`src/hw/usf_pkg.sv`:
```
// Purpose: Constants for the undervoltage, soft start and filter registers.
// Assumes: One 200 MHz core clock and byte-wide registers.
// Notes: Offsets are byte addresses on the plain register port.
// Notes on behaviour
// Debounce bit selects none or 100 ms.
// Flag set when threshold exceeds voltage MSBs.
// Threshold step equals 12.5 mV.
// Zero threshold keeps flag always cleared.
// Channel A ramp time from two-bit code.
// Channel B ramp time, same four codes.
// Ramp times refer to two-thirds span target.
// Channel A low frequency gain, 0.3 dB steps.
// Channel B low frequency gain, 0.3 dB steps.
// Per-channel eight-bit filter zero position settings.
// Upper six soft start bits are ignored.
// Debounced flag needs continuous true comparison.
package usf_pkg;

  // Bus and data widths.
  localparam int ADDR_W = 16;
  localparam int DATA_W = 8;
  localparam int TIME_W = 16;
  localparam int THR_W  = 14;

  // Register byte addresses.
  localparam logic [15:0] OFS_UV_B_SET   = 16'hfe29;
  localparam logic [15:0] OFS_SS_A       = 16'hfe2a;
  localparam logic [15:0] OFS_SS_B       = 16'hfe2b;
  localparam logic [15:0] OFS_LF_GAIN_A  = 16'hfe2c;
  localparam logic [15:0] OFS_LF_GAIN_B  = 16'hfe2d;
  localparam logic [15:0] OFS_ZERO_A     = 16'hfe2e;
  localparam logic [15:0] OFS_ZERO_B     = 16'hfe2f;
  localparam logic [15:0] OFS_IRQ_STATUS = 16'hfe80;
  localparam logic [15:0] OFS_IRQ_MASK   = 16'hfe81;
  localparam logic [15:0] OFS_LIVE       = 16'hfe82;

  // Field positions.
  localparam int UV_DEB_BIT   = 7;
  localparam int UV_THR_MSB   = 6;
  localparam int SS_SEL_MSB   = 1;
  localparam int EV_RISE_BIT  = 0;
  localparam int EV_FALL_BIT  = 1;
  localparam int LIVE_FLAG_BIT = 0;
  localparam int LIVE_CMP_BIT  = 1;

  // Reset value and event bit mask.
  localparam logic [7:0] RST_REG = 8'h00;
  localparam logic [1:0] EV_MASK = 2'h3;

  // Threshold step in tenths of a millivolt (12.5 mV).
  localparam logic [6:0] UV_STEP_TENTH_MV = 7'h7d;

  // Soft start ramp times in microseconds for codes 00, 01, 10, 11.
  localparam logic [15:0] RAMP_US_0 = 16'h06d6;
  localparam logic [15:0] RAMP_US_1 = 16'h2904;
  localparam logic [15:0] RAMP_US_2 = 16'h5208;
  localparam logic [15:0] RAMP_US_3 = 16'h9d08;

  // Debounce time and its cycle count at the core clock rate.
  localparam int DEBOUNCE_MS     = 100;
  localparam int CLK_KHZ         = 200000;
  localparam int DEBOUNCE_CYCLES = DEBOUNCE_MS * CLK_KHZ;

endpackage : usf_pkg

```
`src/hw/usf_regs.sv`:
```
// Purpose: Register bank for channel B undervoltage, soft start and filters.
// Assumes: Sensed voltage comes from logic on the same core clock.
// Notes: Read data appear in the cycle after the read strobe only.
`timescale 1ns/1ps
`default_nettype none
module usf_regs
#(
  parameter int unsigned DEBOUNCE_CYCLES = usf_pkg::DEBOUNCE_CYCLES
)
(
  input  wire logic                            CORE_CLK,
  input  wire logic                            RST_N,
  input  wire logic [usf_pkg::ADDR_W-1:0]      ADDR,
  input  wire logic [usf_pkg::DATA_W-1:0]      WDATA,
  input  wire logic                            WR_STB,
  input  wire logic                            RD_STB,
  output logic      [usf_pkg::DATA_W-1:0]      RDATA,
  input  wire logic [usf_pkg::DATA_W-1:0]      CHAN_B_SENSED_VOLTAGE,
  output logic                                 CHAN_B_UNDERVOLT_FLAG,
  output logic      [usf_pkg::THR_W-1:0]       CHAN_B_UV_THRESHOLD,
  output logic      [1:0]                      CHAN_A_RAMP_SEL,
  output logic      [1:0]                      CHAN_B_RAMP_SEL,
  output logic      [usf_pkg::TIME_W-1:0]      CHAN_A_RAMP_TIME_US,
  output logic      [usf_pkg::TIME_W-1:0]      CHAN_B_RAMP_TIME_US,
  output logic      [usf_pkg::DATA_W-1:0]      CHAN_A_LF_GAIN,
  output logic      [usf_pkg::DATA_W-1:0]      CHAN_B_LF_GAIN,
  output logic      [usf_pkg::DATA_W-1:0]      CHAN_A_ZERO_POS,
  output logic      [usf_pkg::DATA_W-1:0]      CHAN_B_ZERO_POS,
  output logic                                 IRQ
);
  import usf_pkg::*;

  // Last count value of the debounce interval, at counter width.
  // Thirty-two bits cover the full 100 ms count at the core clock rate.
  localparam logic [31:0] DEB_LAST =
    (DEBOUNCE_CYCLES > 0) ? 32'(DEBOUNCE_CYCLES - 1) : 32'h0;

  // Stored register contents.
  logic [DATA_W-1:0] uv_b_set;      // Debounce bit and threshold.
  logic [DATA_W-1:0] ss_a;          // Channel A soft start.
  logic [DATA_W-1:0] ss_b;          // Channel B soft start.
  logic [DATA_W-1:0] lf_gain_a;     // Channel A low frequency gain.
  logic [DATA_W-1:0] lf_gain_b;     // Channel B low frequency gain.
  logic [DATA_W-1:0] zero_a;        // Channel A zero position.
  logic [DATA_W-1:0] zero_b;        // Channel B zero position.
  logic [1:0]        irq_status;    // Sticky flag edge events.
  logic [1:0]        irq_mask;      // Enables for the events.

  // Undervoltage detection state.
  logic [6:0]        uv_thr;        // Threshold field.
  logic              uv_deb_en;     // Debounce selection.
  logic              uv_cmp;        // Raw comparison result.
  logic [31:0]       deb_cnt;       // Cycles the comparison has held.
  logic              next_flag;     // Flag value for the next edge.
  logic              flag_d;        // Flag one cycle ago for edges.
  logic [1:0]        ev_set;        // Event pulses this cycle.
  logic [1:0]        ev_clr;        // Write-one-to-clear pulses.
  logic [1:0]        next_status;   // Status value after this edge.
  logic [1:0]        next_mask;     // Mask value after this edge.
  logic [DATA_W-1:0] next_rdata;    // Read mux result.

  // Ramp code lookup; codes beyond two bits cannot reach here.
  function automatic logic [TIME_W-1:0] ramp_us(input logic [1:0] sel);
    logic [TIME_W-1:0] t;
    t = RAMP_US_0;
    case (sel)
      2'h0:    t = RAMP_US_0;
      2'h1:    t = RAMP_US_1;
      2'h2:    t = RAMP_US_2;
      2'h3:    t = RAMP_US_3;
      default: t = RAMP_US_0;
    endcase
    return t;
  endfunction : ramp_us

  assign uv_thr    = uv_b_set[UV_THR_MSB:0];
  assign uv_deb_en = uv_b_set[UV_DEB_BIT];

  // Comparison against the seven upper voltage bits; zero disables it.
  // A zero threshold can never exceed the voltage anyway, but the
  // explicit term keeps the intent visible.
  always_comb
  begin
    uv_cmp = (uv_thr != 7'h00) &&
             (uv_thr > CHAN_B_SENSED_VOLTAGE[DATA_W-1:1]);
  end

  // Debounce counter runs only while the comparison holds.
  // Any break in the comparison restarts the interval from zero.
  // It stops at the last count, so a long undervoltage never wraps it.
  always_ff @(posedge CORE_CLK)
  begin
    if (!RST_N)
    begin
      deb_cnt <= 32'h0;
    end
    else if (!uv_cmp)
    begin
      deb_cnt <= 32'h0;
    end
    else if (deb_cnt < DEB_LAST)
    begin
      deb_cnt <= deb_cnt + 32'h1;
    end
  end

  // Next flag value: immediate without debounce, delayed with it.
  // Only the rising side is debounced; the flag drops once it fails.
  always_comb
  begin
    if (!uv_cmp)
    begin
      next_flag = 1'b0;
    end
    else if (!uv_deb_en)
    begin
      next_flag = 1'b1;
    end
    else
    begin
      next_flag = (deb_cnt >= DEB_LAST);
    end
  end

  // Flag register and its delayed copy for edge events.
  always_ff @(posedge CORE_CLK)
  begin
    if (!RST_N)
    begin
      CHAN_B_UNDERVOLT_FLAG <= 1'b0;
      flag_d                <= 1'b0;
    end
    else
    begin
      CHAN_B_UNDERVOLT_FLAG <= next_flag;
      flag_d                <= CHAN_B_UNDERVOLT_FLAG;
    end
  end

  // Events from the registered flag edges.
  assign ev_set[EV_RISE_BIT] = CHAN_B_UNDERVOLT_FLAG & ~flag_d;
  assign ev_set[EV_FALL_BIT] = ~CHAN_B_UNDERVOLT_FLAG & flag_d;

  // Clear pulses from a status write with ones in the bits.
  assign ev_clr = (WR_STB && (ADDR == OFS_IRQ_STATUS)) ? WDATA[1:0] : 2'h0;

  // Status after this edge; a set in the clear cycle wins, so an event
  // that fires just as software clears its bit is never lost.
  always_comb
  begin
    next_status = (irq_status & ~ev_clr) | ev_set;
  end

  // Mask after this edge, so the interrupt follows a mask write in the
  // same cycle as the mask register itself does.
  always_comb
  begin
    next_mask = irq_mask;
    if (WR_STB && (ADDR == OFS_IRQ_MASK))
    begin
      next_mask = WDATA[1:0] & EV_MASK;
    end
  end

  // Sticky status register.
  always_ff @(posedge CORE_CLK)
  begin
    if (!RST_N)
    begin
      irq_status <= 2'h0;
    end
    else
    begin
      irq_status <= next_status;
    end
  end

  // Level interrupt, high while any unmasked status bit is set.
  // Built from the next status and mask, so it never lags either one.
  always_ff @(posedge CORE_CLK)
  begin
    if (!RST_N)
    begin
      IRQ <= 1'b0;
    end
    else
    begin
      IRQ <= |(next_status & next_mask);
    end
  end

  // Software writes; unmapped addresses are ignored.
  always_ff @(posedge CORE_CLK)
  begin
    if (!RST_N)
    begin
      uv_b_set  <= RST_REG;
      ss_a      <= RST_REG;
      ss_b      <= RST_REG;
      lf_gain_a <= RST_REG;
      lf_gain_b <= RST_REG;
      zero_a    <= RST_REG;
      zero_b    <= RST_REG;
      irq_mask  <= 2'h0;
    end
    else if (WR_STB)
    begin
      case (ADDR)
        OFS_UV_B_SET:  uv_b_set  <= WDATA;
        OFS_SS_A:      ss_a      <= WDATA;
        OFS_SS_B:      ss_b      <= WDATA;
        OFS_LF_GAIN_A: lf_gain_a <= WDATA;
        OFS_LF_GAIN_B: lf_gain_b <= WDATA;
        OFS_ZERO_A:    zero_a    <= WDATA;
        OFS_ZERO_B:    zero_b    <= WDATA;
        OFS_IRQ_MASK:  irq_mask  <= next_mask;
        default:       irq_mask  <= irq_mask;
      endcase
    end
  end

  // Read mux; reserved soft start bits read back as written.
  // Unmapped addresses read as zero, so software may probe freely.
  always_comb
  begin
    case (ADDR)
      OFS_UV_B_SET:   next_rdata = uv_b_set;
      OFS_SS_A:       next_rdata = ss_a;
      OFS_SS_B:       next_rdata = ss_b;
      OFS_LF_GAIN_A:  next_rdata = lf_gain_a;
      OFS_LF_GAIN_B:  next_rdata = lf_gain_b;
      OFS_ZERO_A:     next_rdata = zero_a;
      OFS_ZERO_B:     next_rdata = zero_b;
      OFS_IRQ_STATUS: next_rdata = {6'h00, irq_status};
      OFS_IRQ_MASK:   next_rdata = {6'h00, irq_mask};
      OFS_LIVE:       next_rdata = {6'h00, uv_cmp, CHAN_B_UNDERVOLT_FLAG};
      default:        next_rdata = 8'h00;
    endcase
  end

  // Read data stand for one cycle after the strobe, zero otherwise.
  always_ff @(posedge CORE_CLK)
  begin
    if (!RST_N)
    begin
      RDATA <= 8'h00;
    end
    else if (RD_STB)
    begin
      RDATA <= next_rdata;
    end
    else
    begin
      RDATA <= 8'h00;
    end
  end

  // Soft start outputs; only the two low bits reach the sequencer.
  // The reserved upper bits are kept for read-back and never used here.
  // Ramp times are for a target of two thirds of the full scale span;
  // the sequencer scales them for other targets.
  always_ff @(posedge CORE_CLK)
  begin
    if (!RST_N)
    begin
      CHAN_A_RAMP_SEL     <= 2'h0;
      CHAN_B_RAMP_SEL     <= 2'h0;
      CHAN_A_RAMP_TIME_US <= RAMP_US_0;
      CHAN_B_RAMP_TIME_US <= RAMP_US_0;
    end
    else
    begin
      CHAN_A_RAMP_SEL     <= ss_a[SS_SEL_MSB:0];
      CHAN_B_RAMP_SEL     <= ss_b[SS_SEL_MSB:0];
      CHAN_A_RAMP_TIME_US <= ramp_us(ss_a[SS_SEL_MSB:0]);
      CHAN_B_RAMP_TIME_US <= ramp_us(ss_b[SS_SEL_MSB:0]);
    end
  end

  // Filter settings and the threshold in tenths of a millivolt.
  // The gain codes are passed raw; the filter maps them to dB.
  // The threshold product is at most 127 times 125, which fits 14 bits.
  always_ff @(posedge CORE_CLK)
  begin
    if (!RST_N)
    begin
      CHAN_A_LF_GAIN      <= RST_REG;
      CHAN_B_LF_GAIN      <= RST_REG;
      CHAN_A_ZERO_POS     <= RST_REG;
      CHAN_B_ZERO_POS     <= RST_REG;
      CHAN_B_UV_THRESHOLD <= 14'h0000;
    end
    else
    begin
      CHAN_A_LF_GAIN      <= lf_gain_a;
      CHAN_B_LF_GAIN      <= lf_gain_b;
      CHAN_A_ZERO_POS     <= zero_a;
      CHAN_B_ZERO_POS     <= zero_b;
      CHAN_B_UV_THRESHOLD <= 14'(uv_thr * UV_STEP_TENTH_MV);
    end
  end

endmodule : usf_regs
`default_nettype wire

```
`config.mk`:
```
export PLATFORM = sky130hd
export DESIGN_NAME = usf_regs
export DESIGN_NICKNAME = d
export VERILOG_FILES = /design/src/hw/usf_pkg.sv /design/src/hw/usf_regs.sv
export SDC_FILE = /design/constraint.sdc
export NUM_CORES = 1
export LEC_CHECK = 0
export BUFFER_PORTS_ARGS = -buffer_cell sky130_fd_sc_hd__buf_2
export CELL_PAD_IN_SITES_DETAIL_PLACEMENT = 1
export CELL_PAD_IN_SITES_GLOBAL_PLACEMENT = 1
export CORE_MARGIN = 4
export CORE_UTILIZATION = 40
export DETAILED_ROUTE_END_ITERATION = 8
export GPL_TIMING_DRIVEN = 0
export PLACE_DENSITY_LB_ADDON = 0.15
export SLEW_MARGIN = 25
export SYNTH_ARGS = -nofsm -noshare
export SYNTH_HDL_FRONTEND = slang
export SYNTH_SLANG_ARGS = --single-unit
```
`constraint.sdc`:
```
create_clock -name CORE_CLK -period 3.55 [get_ports CORE_CLK]
set_input_delay 0.355 -clock CORE_CLK [delete_from_list [all_inputs] [get_ports CORE_CLK]]
set_output_delay 0.355 -clock CORE_CLK [all_outputs]
set_load 0.05 [all_outputs]
```
==> impl_metrics.py <==
metrics = {
    "run_status": {
        "run_status": "complete, but fails checks",
        "failed_checks": "negative setup slack",
    },
    "power_and_ir_drop": {
        "share_seq_of_total_power_pct": 48.2,
        "fin_total_pwr_mw": 3.97,
        "peakVddDrop_uv": 326,
        "clockPowerShare_pct": 48.7,
        "static-leakage-power_nw": 4.69,
        "power_per_cell_area_nw_per_um2": 386,
        "power.combinational.fraction_pct": 3.1,
        "swShare_pct": 23.3,
        "power_report.internal_total_mw": 3.04,
        "power.net_switching_mw": 0.926,
    },
    "finish": {
        "final_net_count": 1113,
        "fin_cells": 1286,
        "syn2layout_area_growth_pct": 23.7,
        "postLayoutCoreUtil_pct": 50.5,
        "diodes": 0,
        "layout_cells_sized_above_1_pct": 24.7,
    },
    "sta": {
        "worst_slack_ps": -114,
        "final.hold.worst_slack_ps": 245,
        "number_of_slew_limit_violations_in_the_final_report": 0,
        "worst_slew_margin_rel_pct": 35.8,
        "fmax_mhz": 273,
        "fin_crit_sh_pct": 103,
        "fin_worst_skew_ps": 8.77,
        "period_minus_slack_ps": 3660,
        "grt_setup_unrepaired": "true",
        "worstMarginPinSlew_ps": 956,
        "setup_viol_count_final": 5,
        "hold_viol_final": 0,
    },
    "clock_tree": {
        "clock_slew_at_the_register_clock_pins_of_the_worst_setup_and_hold_paths_ps": 70,
        "tritoncts_clock_tree": "done",
        "cts.htree.levels": 4,
        "cts_inserted_buffers": 17,
        "clock_latency_ps": 440,
        "cts_hold_repair.buffers": 0,
        "numClockSinks": 171,
        "max-clock-path-buffers": 2,
        "ctsRootBufferMaster": "sky130_fd_sc_hd__clkbuf_16",
    },
    "global_route": {
        "grt_pass1_vias": 7087,
        "grt_remaining_overflow": 0,
        "grt_antenna_before_repair": 0,
        "grt_start_max_net_pins": 17,
        "grt_pass1_wl_um": 38500,
        "groute.usage.overall_pct": 20.4,
    },
    "synth": {
        "synth_top_area_cell": "sky130_fd_sc_hd__dfxtp_1",
        "synth_enable_flop_cells": 0,
        "yosys_most_used_dff": "sky130_fd_sc_hd__dfxtp_1",
        "netlist-cell-type-count": 69,
        "synthesis.area_per_instance_um2": 9.85,
        "post_synth_most_frequent_cells": "171 x sky130_fd_sc_hd__dfxtp_1, 63 x sky130_fd_sc_hd__and2_1, 61 x sky130_fd_sc_hd__mux2i_1",
        "netlist_top_cells_area": "sky130_fd_sc_hd__dfxtp_1 41%, sky130_fd_sc_hd__ha_1 8.1%, sky130_fd_sc_hd__mux2i_1 7.3%",
        "synth.top_cell.area_share_pct": 41.2,
        "yosysMostFrequentCell": "sky130_fd_sc_hd__dfxtp_1",
        "asyncSetResetFlopFracSynth_pct": 0,
        "postSynthRegisterBits": 171,
        "ys.warnings.count": 0,
        "syn_area_um2": 8310,
        "synth-seq-area-share_pct": 41.2,
        "synth_cells": 844,
    },
    "drt": {
        "ant_nets": 0,
        "drc_errors": 0,
        "drt_iter0_drc": 310,
        "postRouteWirelength_um": 23800,
        "vias_per_cell": 5.28,
        "detail_route.wl_per_cell_um": 18.5,
        "detailroute.via_count": 6789,
        "drt_pass1_iterations": 5,
    },
    "setup_path": {
        "critical_path.startpoint_type": "flip-flop",
        "critical_path_arrival_ps": 3990,
        "critical_path_peak_fanout": 6,
        "worst_setup_path_end_kind": "flip-flop",
        "worst-setup-path-type": "reg2reg",
        "critPathRequiredTime_ps": 3880,
    },
    "flow_run": {
        "maxCapViolations": 0,
    },
    "placement": {
        "hpwlAfterDp_um": 16900,
        "pre_cts_ws_ps": -344,
        "place_congestion": 0.832,
        "post-place-cells": 1236,
        "buffer_ports.inserted": 119,
    },
    "floorplan": {
        "initial_core_util_pct": 40.8,
        "io-pin-count": 128,
        "die_area_um2": 23200,
        "placementRows": 52,
        "coreArea_um2": 20400,
        "die_x_um": 152,
        "floorplan.die.height_um": 152,
    },
    "min_path": {
        "holdCritPathClass": "in2reg",
    },
}
==> worst max-delay path, stage by stage, from the launching register on <==
cell and delay, ps:
sky130_fd_sc_hd__dfxtp_4 380, sky130_fd_sc_hd__inv_2 70, sky130_fd_sc_hd__fa_1 550, sky130_fd_sc_hd__inv_1 50, sky130_fd_sc_hd__fa_1 480, sky130_fd_sc_hd__fa_1 590, sky130_fd_sc_hd__ha_4 230, sky130_fd_sc_hd__ha_4 180
sky130_fd_sc_hd__or4_4 490, sky130_fd_sc_hd__o21ai_4 100, sky130_fd_sc_hd__o31ai_4 100, sky130_fd_sc_hd__xnor2_2 170, sky130_fd_sc_hd__and2_1 160
==> cell usage in the layout, fill, tap and decap left out, drive strengths merged, types with 3 or more instances in the layout <==
master   Yosys  layout
a211oi       6       6
a21boi      12      12
a21o         6       6
a21oi       16      16
a222oi       6       6
a22o         8       8
a2bb2oi      8       8
and2        65      65
and3         5       5
buf         26     165
clkbuf      30      48
conb         1       4
dfxtp      171     171
fa          18      18
ha          54      54
inv         43      50
mux2i       61      61
nand2       49      49
nand2b      14      14
nand3       31      31
nand4       23      23
nor2        26      26
nor2b       47      47
nor3        10      10
nor4        11      11
o211ai      10      10
o21ai       14      14
o311ai       6       6
o31ai        3       3
o41ai        6       6
or2          9       9
or3          4       4
or4         12      12
xnor2        6       6
==> metrics by stage <==
stage / instance area (um2) / TNS, ps
after global routing: 10300 / -1010
final: 10300 / -296
after floorplan: 8400 / 0
after global placement: 9330 / -914
after detailed placement: 9330 / -1000
after CTS: 10100 / -554
==> per-layer routing <==
layer | routed length, um | GRT usage [%] | vias to the layer above
met2 | 11400 | 34.2 | 138
met1 | 11200 | 27.2 | 3361
met5 | 0 | 0 | -
met4 | 374 | 5.86 | 0
met3 | 903 | 3.58 | 30
li1 | - | - | 3260
==> cell families (layout without fill, tap and decap cells) <==
group	Yosys count	after routing	synth area share (%)
buffers and inverters	99	268	5.40
multiplexers	62	62	7.61
AO/OA/AOI/OAI	116	116	10.5
flip-flops	171	171	41.2
adder cells (fa/ha/maj)	72	72	12.5
XOR/XNOR	8	8	0.843
AND/OR/NAND/NOR	315	315	22.0
other	1	4	0.0451
==> sequential cells by signal (all words and copies together) (netlist names), 9 cells and up <==
signal,cells
CHAN_B_RAMP_TIME_US,9
deb_cnt,32
CHAN_A_RAMP_TIME_US,9
CHAN_B_UV_THRESHOLD,14
==> layout make-up <==
type                            instances  area (um2)
Fill cell                            2358       10100
Clock buffer                           18         450
Sequential cell                       171        3450
Multi-Input combinational cell        577        4700
Buffer                                 56         288
Tap cell                              270         338
Timing Repair Buffer                  139         757
Inverter                               43         161
Clock inverter                         12         149
==> final timing paths <==
check | start | end | slack [ps] | depth (start not counted)
setup reg to reg | uv_b_set[3]$_SDFFE_PN0P_ | CHAN_B_UV_THRESHOLD[13]$_SDFF_PN0_ | -110 | 12
hold / removal | WDATA[3] | ss_b[3]$_SDFFE_PN0P_ | 240 | 3
setup / recovery | uv_b_set[3]$_SDFFE_PN0P_ | CHAN_B_UV_THRESHOLD[13]$_SDFF_PN0_ | -110 | 12
hold reg to reg | ss_a[3]$_SDFFE_PN0P_ | ss_a[3]$_SDFFE_PN0P_ | 460 | 2
==> power groups by stage <==
stage	registers [mW]	clock network [mW]	logic (mW)
after global routing	1.91	2.06	0.136
after detailed placement	1.96	0	0.124
after floorplan	1.96	0	0.0665
after global placement	1.96	0	0.124
final	1.91	1.93	0.124
after CTS	1.91	1.98	0.125
==> timing repair <==
item,in CTS,in global routing
pin swaps,13,15
endpoints found under the setup margin,6,12
gates resized for setup,13,28
endpoints found under the hold margin,0,0
setup buffers,19,2
(Power assumes the default switching activity.)
